[config.mk]
export PLATFORM = sky130hd
export DESIGN_NAME = bce_top
export DESIGN_NICKNAME = d
export VERILOG_FILES = /design/src/hdl/bce_pkg.sv /design/src/hdl/bce_cond.sv /design/src/hdl/bce_top.sv
export SDC_FILE = /design/constraint.sdc
export NUM_CORES = 1
export LEC_CHECK = 0
export BUFFER_PORTS_ARGS = -buffer_cell sky130_fd_sc_hd__buf_2
export CAP_MARGIN = 20
export CORE_ASPECT_RATIO = 0.75
export CORE_MARGIN = 10
export CORE_UTILIZATION = 40
export CTS_BUF_LIST = sky130_fd_sc_hd__clkbuf_2
export CTS_CLUSTER_SIZE = 16
export DETAILED_ROUTE_END_ITERATION = 7
export PLACE_DENSITY = 0.71
export SYNTH_ARGS = -nofsm -noshare
export SYNTH_HDL_FRONTEND = slang
export SYNTH_SLANG_ARGS = --single-unit
[constraint.sdc]
create_clock -name ref_clk -period 3.3 [get_ports ref_clk]
set_input_delay 0.66 -clock ref_clk [delete_from_list [all_inputs] [get_ports ref_clk]]
set_output_delay 0.66 -clock ref_clk [all_outputs]
set_load 0.01 [all_outputs]
[src/hdl/bce_pkg.sv]
// constants for the branch condition evaluator and trap sequencer
// assumes a single processor clock; opcode and flags come from the execute stage
package bce_pkg;
  localparam logic [7:0] TRAP_OPCODE  = 8'hF2;
  localparam int         SEL_HI       = 7;
  localparam int         SEL_LO       = 4;
  localparam logic [3:0] COND_NEVER   = 4'h0;
  localparam logic [3:0] COND_LT      = 4'h1;
  localparam logic [3:0] COND_LE      = 4'h2;
  localparam logic [3:0] COND_ULE     = 4'h3;
  localparam logic [3:0] COND_OV      = 4'h4;
  localparam logic [3:0] COND_MI      = 4'h5;
  localparam logic [3:0] COND_ZE      = 4'h6;
  localparam logic [3:0] COND_CY      = 4'h7;
  localparam logic [3:0] COND_ALWAYS  = 4'h8;
  localparam logic [3:0] COND_GE      = 4'h9;
  localparam logic [3:0] COND_GT      = 4'hA;
  localparam logic [3:0] COND_UGT     = 4'hB;
  localparam logic [3:0] COND_NOV     = 4'hC;
  localparam logic [3:0] COND_PL      = 4'hD;
  localparam logic [3:0] COND_NZ      = 4'hE;
  localparam logic [3:0] COND_NC      = 4'hF;
  localparam logic [3:0] TRAP_EXEC_CYCLES = 4'h6;
  localparam logic [11:0] SP_DEC_PC   = 12'h002;
  localparam logic [11:0] SP_DEC_FL   = 12'h001;
  localparam logic [15:0] PC_RESET    = 16'h0000;
  localparam logic [11:0] SP_RESET    = 12'h000;
  localparam logic [7:0]  BYTE_RESET  = 8'h00;
  localparam logic [15:0] ADDR_RESET  = 16'h0000;

  typedef enum logic [5:0] {
    BCE_IDLE  = 6'h01,
    BCE_PUSHL = 6'h02,
    BCE_PUSHH = 6'h04,
    BCE_PUSHF = 6'h08,
    BCE_VECH  = 6'h10,
    BCE_VECL  = 6'h20
  } bce_state_t;
endpackage

[src/hdl/bce_cond.sv]
// combinational flag test for one condition selector
// flags arrive already current for the executing cycle
`timescale 1ns/1ps
module bce_cond
(
  input  wire logic [3:0] sel,
  input  wire logic       c,
  input  wire logic       z,
  input  wire logic       s,
  input  wire logic       v,
  output logic            hit
);
  logic lt;
  logic le;
  logic base;
  always_comb
  begin
    lt = s ^ v;
    le = z | lt;
    // low three bits pick the test, bit 3 inverts it
    case (sel[2:0])
      3'h0:    base = 1'b0;
      3'h1:    base = lt;
      3'h2:    base = le;
      3'h3:    base = c | z;
      3'h4:    base = v;
      3'h5:    base = s;
      3'h6:    base = z;
      3'h7:    base = c;
      default: base = 1'b0;
    endcase
    hit = base ^ sel[3];
  end
endmodule

[src/hdl/bce_top.sv]
// branch decision, relative target and trap stack/vector sequencer
// execute stage presents one instruction per exec_valid pulse; memory writes
// and vector reads always complete in the cycle they are issued
`timescale 1ns/1ps
module bce_top
(
  input  wire logic        ref_clk,
  input  wire logic        rst_b,
  input  wire logic        exec_valid,
  input  wire logic [7:0]  opcode,
  input  wire logic        is_cond_jump,
  input  wire logic        is_relative,
  input  wire logic [15:0] abs_target,
  input  wire logic [7:0]  relative_displacement,
  input  wire logic [15:0] next_pc,
  input  wire logic [7:0]  trap_vector,
  input  wire logic        flag_c,
  input  wire logic        flag_z,
  input  wire logic        flag_s,
  input  wire logic        flag_v,
  input  wire logic [7:0]  flags_byte,
  input  wire logic [11:0] sp_in,
  input  wire logic [7:0]  mem_rdata,
  output logic             pc_load,
  output logic [15:0]      pc_value,
  output logic             jump_taken,
  output logic             mem_we,
  output logic             mem_re,
  output logic [15:0]      mem_addr,
  output logic [7:0]       mem_wdata,
  output logic             sp_load,
  output logic [11:0]      sp_value,
  output logic             trap_busy
);
  bce_pkg::bce_state_t state;
  bce_pkg::bce_state_t next_state;
  logic [15:0] pc_save;
  logic [15:0] next_pc_save;
  logic [11:0] sp_work;
  logic [11:0] next_sp_work;
  logic [7:0]  fl_save;
  logic [7:0]  next_fl_save;
  logic [7:0]  vec;
  logic [7:0]  next_vec;
  logic [7:0]  vec_hi;
  logic [7:0]  next_vec_hi;
  logic        next_pc_load;
  logic [15:0] next_pc_value;
  logic        next_jump_taken;
  logic        next_mem_we;
  logic        next_mem_re;
  logic [15:0] next_mem_addr;
  logic [7:0]  next_mem_wdata;
  logic        next_sp_load;
  logic [11:0] next_sp_value;
  logic        next_trap_busy;
  logic        cond_hit;
  logic [15:0] rel_target;

  // selector read live from the opcode, flags live from the stage
  bce_cond u_cond
  (
    .sel (opcode[bce_pkg::SEL_HI:bce_pkg::SEL_LO]),
    .c   (flag_c),
    .z   (flag_z),
    .s   (flag_s),
    .v   (flag_v),
    .hit (cond_hit)
  );

  assign rel_target = next_pc + {{8{relative_displacement[7]}}, relative_displacement};

  always_comb
  begin
    next_state      = state;
    next_pc_save    = pc_save;
    next_sp_work    = sp_work;
    next_fl_save    = fl_save;
    next_vec        = vec;
    next_vec_hi     = vec_hi;
    next_pc_load    = 1'b0;
    next_pc_value   = pc_value;
    next_jump_taken = 1'b0;
    next_mem_we     = 1'b0;
    next_mem_re     = 1'b0;
    next_mem_addr   = mem_addr;
    next_mem_wdata  = mem_wdata;
    next_sp_load    = 1'b0;
    next_sp_value   = sp_value;
    next_trap_busy  = 1'b0;
    case (state)
      bce_pkg::BCE_IDLE:
      begin
        if (exec_valid && opcode == bce_pkg::TRAP_OPCODE)
        begin
          // trap: drop SP by 2, low byte of PC goes to the higher address
          next_sp_work   = sp_in - bce_pkg::SP_DEC_PC;
          next_pc_save   = next_pc;
          next_fl_save   = flags_byte;
          next_vec       = trap_vector;
          next_mem_we    = 1'b1;
          next_mem_addr  = {4'h0, sp_in - bce_pkg::SP_DEC_PC + 12'h001};
          next_mem_wdata = next_pc[7:0];
          next_trap_busy = 1'b1;
          next_state     = bce_pkg::BCE_PUSHL;
        end
        else if (exec_valid && is_cond_jump)
        begin
          // not taken leaves the PC on the sequential path
          if (cond_hit)
          begin
            next_pc_load    = 1'b1;
            next_jump_taken = 1'b1;
            next_pc_value   = is_relative ? rel_target : abs_target;
          end
        end
      end
      bce_pkg::BCE_PUSHL:
      begin
        next_mem_we    = 1'b1;
        next_mem_addr  = {4'h0, sp_work};
        next_mem_wdata = pc_save[15:8];
        next_trap_busy = 1'b1;
        next_state     = bce_pkg::BCE_PUSHH;
      end
      bce_pkg::BCE_PUSHH:
      begin
        next_sp_work   = sp_work - bce_pkg::SP_DEC_FL;
        next_mem_we    = 1'b1;
        next_mem_addr  = {4'h0, sp_work - bce_pkg::SP_DEC_FL};
        next_mem_wdata = fl_save;
        next_trap_busy = 1'b1;
        next_state     = bce_pkg::BCE_PUSHF;
      end
      bce_pkg::BCE_PUSHF:
      begin
        next_sp_load   = 1'b1;
        next_sp_value  = sp_work;
        next_mem_re    = 1'b1;
        next_mem_addr  = {8'h00, vec};
        next_trap_busy = 1'b1;
        next_state     = bce_pkg::BCE_VECH;
      end
      bce_pkg::BCE_VECH:
      begin
        next_vec_hi    = mem_rdata;
        next_mem_re    = 1'b1;
        next_mem_addr  = {8'h00, vec + 8'h01};
        next_trap_busy = 1'b1;
        next_state     = bce_pkg::BCE_VECL;
      end
      bce_pkg::BCE_VECL:
      begin
        // sixth execute cycle: PC taken from the vector word
        next_pc_load  = 1'b1;
        next_pc_value = {vec_hi, mem_rdata};
        next_state    = bce_pkg::BCE_IDLE;
      end
      default:
      begin
        next_state = bce_pkg::BCE_IDLE;
      end
    endcase
  end

  always_ff @(posedge ref_clk or negedge rst_b)
  begin
    if (!rst_b)
    begin
      state      <= bce_pkg::BCE_IDLE;
      pc_save    <= bce_pkg::PC_RESET;
      sp_work    <= bce_pkg::SP_RESET;
      fl_save    <= bce_pkg::BYTE_RESET;
      vec        <= bce_pkg::BYTE_RESET;
      vec_hi     <= bce_pkg::BYTE_RESET;
      pc_load    <= 1'b0;
      pc_value   <= bce_pkg::PC_RESET;
      jump_taken <= 1'b0;
      mem_we     <= 1'b0;
      mem_re     <= 1'b0;
      mem_addr   <= bce_pkg::ADDR_RESET;
      mem_wdata  <= bce_pkg::BYTE_RESET;
      sp_load    <= 1'b0;
      sp_value   <= bce_pkg::SP_RESET;
      trap_busy  <= 1'b0;
    end
    else
    begin
      state      <= next_state;
      pc_save    <= next_pc_save;
      sp_work    <= next_sp_work;
      fl_save    <= next_fl_save;
      vec        <= next_vec;
      vec_hi     <= next_vec_hi;
      pc_load    <= next_pc_load;
      pc_value   <= next_pc_value;
      jump_taken <= next_jump_taken;
      mem_we     <= next_mem_we;
      mem_re     <= next_mem_re;
      mem_addr   <= next_mem_addr;
      mem_wdata  <= next_mem_wdata;
      sp_load    <= next_sp_load;
      sp_value   <= next_sp_value;
      trap_busy  <= next_trap_busy;
    end
  end
endmodule

### Word level (Yosys, flattened, before mapping)

Cells that the tools add are included.
W data, S select, Z words.

| word-level totals | value |
|---|---|
| flip-flop bits (word level) | 116 |
| output and inout bits | 58 |

| cells by class | value |
|---|---|
| eq/ne operators | 18 |
| bitwise logic cells | 4 |
| reduce and logical (&&, ||, !) cells | 15 |
| mux-type cells | 24 |
| $add $sub $neg | 5 |

Operators by type and width:

| kind | count |
|---|---|
| $mux W16 | 5 |
| $pmux W16 S5 | 1 |
| $pmux W16 S2 | 1 |
| $pmux W6 S5 | 1 |
| $pmux W12 S2 | 1 |
| $pmux W8 S3 | 1 |
| $add A16 B16 Y16 | 1 |
| $add A12 B1 Y12 const B | 1 |
| $eq A3 B3 Y1 const B | 4 |
| $mux W12 | 1 |
| $sub A12 B1 Y12 const B | 1 |
| $sub A12 B2 Y12 const B | 1 |
| $add A8 B1 Y8 const B | 1 |
| $eq A8 B8 Y1 const B | 1 |
| $mux W8 | 1 |
| $ne A2 B2 Y1 const B | 4 |
| $pmux W1 S8 | 1 |
| $reduce_and A2 Y1 | 4 |
| $mux W1 | 7 |
| $eq A3 B2 Y1 const B | 2 |
| $eq A6 B1 Y1 const B | 1 |
| $eq A6 B2 Y1 const B | 1 |
| $eq A6 B3 Y1 const B | 1 |
| $eq A6 B4 Y1 const B | 1 |
| 15 further kinds | 22 |

### Logic depth before layout (Yosys ltp)

| depth | value |
|---|---|
| word-level depth | 8 |
| gate-level depth with buffers | 10 |
| depth with buffers taken out | 9 |

### Modules after synthesis

Synthesis repeated with hierarchy kept, for this count alone.

| second synthesis, totals | value |
|---|---|
| cell total of the unflattened synthesis | 745 |
| area, all modules | 6,192.2 um^2 |

By module, submodules not included:

| module | area an instance (um^2) | instances | cells each | seq. area each (um^2) |
|---|---|---|---|---|
| bce_top | 6,117.1 | 1 | 735 | 2,603.7 |
| bce_cond | 75.1 | 1 | 10 | 0.0 |

### Worst setup path after synthesis

OpenSTA, ideal clock, no wires.

| timing | value |
|---|---|
| path type | input port to flip-flop |
| from | in sp_in[5] |
| to | reg mem_addr[11] |
| setup time | 0.086 ns |
| buffers on the path | 1 |
| slack | 0.558 ns |
| data arrival time | 2.656 ns |
| stages on the path | 7 |
| path through | buf_6 or3_2 or3_1 a211o_1 a2111o_1 and3_1 nor3_1 |

| between the ends | value |
|---|---|
| word-level cells in the longest chain between the ends | 4 |

RTL lines:

| what | line | source |
|---|---|---|
| start: declaration | bce_top.sv:22 | `input wire logic [11:0] sp_in,` |
| $sub A12 B2 Y12 | bce_top.sv:102 | `next_mem_addr = {4'h0, sp_in - bce_pkg::SP_DEC_PC + 12'h001};` |
| $add A12 B1 Y12 | bce_top.sv:102 |  |
| $mux W16 | bce_top.sv:94 | `if (exec_valid && opcode == bce_pkg::TRAP_OPCODE)` |
| $pmux W16 S5 | bce_top.sv:91 | `case (state)` |
| end signal: assignment | bce_top.sv:181 | `mem_addr <= bce_pkg::ADDR_RESET;` |
| end signal: assignment | bce_top.sv:200 | `mem_addr <= next_mem_addr;` |
| end: declaration | bce_top.sv:29 | `output logic [15:0] mem_addr,` |

No other way between the ends. The select of a mux whose other input is x is not followed.
A chain may end at the register's enable or synchronous reset.

### Worst setup path in the final report

| timing | value |
|---|---|
| from | reg state[0] |
| to | reg pc_value[15] |

| between the ends | value |
|---|---|
| word-level cells in the longest chain between the ends | 3 |
| elaborated cells between the ends (all ways) | 8 |
| classes of those cells | eq/ne (5); mux (1); reduce/logical (2) |

RTL lines:

| what | line | source |
|---|---|---|
| start: declaration | bce_top.sv:35 | `bce_pkg::bce_state_t state;` |
| start signal: assignment | bce_top.sv:170 | `state <= bce_pkg::BCE_IDLE;` |
| start signal: assignment | bce_top.sv:189 | `state <= next_state;` |
| $eq A6 B1 Y1 / $eq A6 B6 Y1 (equally long branches) | bce_top.sv:91 |  |
| $ne A2 B2 Y1 (no source line) / $reduce_bool A2 Y1 (equally long branches) | - |  |
| $reduce_and A4 Y1 (no source line) | - |  |
| end signal: assignment | bce_top.sv:177 | `pc_value <= bce_pkg::PC_RESET;` |
| end signal: assignment | bce_top.sv:196 | `pc_value <= next_pc_value;` |
| end: declaration | bce_top.sv:25 | `output logic [15:0] pc_value,` |

Parallel ways exist; a longest one is shown, timed or not.

==> qor.csv <==
metric,value,unit
dpl_worst_slack,0.367,ns
yosysWarnings,0,
numCtsBuffers,9,
p_per_area,364,mW/mm²
multi_input_area,0.00355,mm²
grt_use_total,18.3,%
synth_edf_count,0,
yosysTopAreaCell,dfrtp_1,
setup_tns,0,ns
hold_path_class,input pin to flip-flop,
drt-wirelength-per-cell,18.3,µm
ys.flop_type,dfrtp_1,
busiest_layer,met1,
met2_usage,25.5,%
cp_max_fo,18,
crit_type,flip-flop to flip-flop,
placed_cells,1104,
path_clk_slew,0.30,ns
slew_headroom,51.2,%
cts.sinks,104,
grt_max_degree,74,
drv_cap,0,
vias,6179,
worst_path_most_repeated_cell,nor4b_1,
fin_cells,1122,
root_buffer,clkbuf_2,
holdCritStartpoint,flags_byte[6],
setup_viol,0,
worst_slew_pin_slew,0.732,ns
required,3.81,ns
vias_per_cell,5.51,
rsz0062_at_grt,no,
synth-async-reset-ratio,100,%
hold_depth,3,
post_cts_resize_count,0,
synthTopCellsByCount,"nand2_1, dfrtp_1, nor2_1",
cp-end-kind,flip-flop,
skew,0.0189,ns
clkLatencyLatePin,0.62,ns
fmax,0.342,GHz
crit_path_top_delay_cell,dfstp_2,
cp_slowest_stage_delay,0.66,ns
p_leak,3.51,nW
routabilityCongestion,0.926,
drt_wl_total,20500,µm
clock_path_buffers,2,
die_x,166,µm
drt-initial-drc-count,578,
die_h,130,µm
rr_worst_depth,6,
antenna_found_initial,2,
startpoint_type,flip-flop,
met1_usage,27.2,%
avgSynthCellArea,8.28,µm²
total_power,2.71,mW
min_period,2.92,ns
io_pins,151,
grt_util_met3,5.02,%
min_period_over_period,88.6,%
status,"complete, no violations",
ys_ff_latch,104,
ctsHtreeMaxLevel,3,
ir_drop,0.178,mV
synthTopCellsByArea,"dfrtp_1, nand2_1, a21oi_1",
grt_pass1_vias,5852,
timing.rr.end,pc_value[15],
ant_nets,0,
ys_seq_area_share,40.5,%
cp_cell_sequence,nor4b_1 -> and3_1 -> or4b_1 -> and2_1 -> nor4b_1 -> o31ai_1,
cts_setup_buffers,0,
drive_gt1_share,21.2,%
fillers,1615,
yosysTopAreaCellShare,40.1,%
syn_inst,777,
arrival,3.44,ns
report.final.slew_viol_count,0,
ff2ff_setup_slack,0.38,ns
final_net_count,1019,
register_area,0.00260,mm²
start_util,40.4,%
synthMostInstantiatedCell,nand2_1,
core,0.0159,mm²
cts_tree,done,
first_pass_iters,5,
grt_pass1_wl,32300,µm
ctsHoldBuffers,1,
post-route-util,46.7,%
synth_cell_types,73,
die_area,0.0216,mm²
reg2reg_from,state[0],
hold_end,fl_save[6],
area_growth,15.6,%
syn_area,0.00643,mm²
gr-total-overflow,0,
drc,0,
hpwl,15800,µm
finalHoldViolations,0,
rows,40,
port_buffers,146,
finalWorstSetupSlack,0.376,ns
[metrics by stage]
| stage | instance area (µm²) | hold slack [ns] |
|---|---|---|
| 2_1_floorplan | 6440 | 0.364 |
| 3_3_place_gp | 7320 | 0.450 |
| 3_5_place_dp | 7320 | 0.456 |
| 4_1_cts | 7430 | 0.115 |
| 5_1_grt | 7440 | 0.135 |
| 6_report | 7440 | 0.194 |
[layer usage]
layer  part of all wire (%)  vias to the layer above
met4                    1.1                        0
met1                     50                     2910
met2                     41                      247
met5                      0                        -
li1                       -                     3004
met3                    8.8                       18
[power breakdown]
part           switching, mW  leakage (nW)  internal [mW]
logic                  0.377          2.18          0.290
registers             0.0803          1.27           1.38
clock network          0.472        0.0598          0.109
total                  0.930          3.51           1.78
[worst max path at each step]
stage                         endpoint  cells after the start  startpoint
after CTS                 pc_value[15]                      6    state[0]
after global routing      pc_value[15]                      6    state[0]
after global placement    mem_addr[11]                      7    sp_in[1]
final                     pc_value[15]                      6    state[0]
after detailed placement  mem_addr[11]                      7    sp_in[1]
after floorplan           mem_addr[11]                      7    sp_in[5]
[cells by family (layout without fill, tap and decap cells)]
family,Yosys count,count (layout),synth area share (%)
AND/OR/NAND/NOR,346,346,24.6
AO/OA/AOI/OAI,196,196,19.3
flip-flops,104,104,40.5
buffers and inverters,63,194,4.51
XOR/XNOR,31,31,4.22
adder cells (fa/ha/maj),20,20,4.01
multiplexers,16,16,2.84
other,1,5,0.0583
[flip-flops by register name, indices dropped and copies added, names as in the netlist]
| register | count |
|---|---|
| trap_busy | 1 |
| mem_re | 1 |
| sp_load | 1 |
| vec_hi | 8 |
| vec | 8 |
| mem_wdata | 8 |
| sp_value | 12 |
| pc_load | 1 |
| sp_work | 12 |
| pc_save | 8 |
| fl_save | 8 |
| mem_addr | 12 |
| state | 6 |
| jump_taken | 1 |
| pc_value | 16 |
| mem_we | 1 |
[critical path: cells and delay by family (launching register included)]
kind	cells	cell delay, ns
AND/OR/NAND/NOR	5	2.03
flip-flops	1	0.66
AO/OA/AOI/OAI	1	0.12
[placed cells by master, fill, tap and decap left out, types with 12 or more instances in the layout]
cell type    n
nand2_1    177
buf_2      145
dfrtp_1    103
nor2_1      60
a21oi_1     56
o21ai_0     50
nand3_1     19
ha_1        19
inv_1       17
xnor2_1     16
xor2_1      15
nor3_1      15
a22oi_1     12
buf_4       12
[layout make-up]
cell class | count | share of cell area [%]
flip-flops and latches | 104 | 35.0
repair buffers | 159 | 11.4
inverters | 19 | 0.959
clock buffers | 9 | 0.606
clock inverters | 7 | 0.740
well taps | 210 | 3.53
diodes | 1 | 0.0336
multi-input cells | 613 | 47.7
No activity file was read; power rests on OpenSTA's default activity.
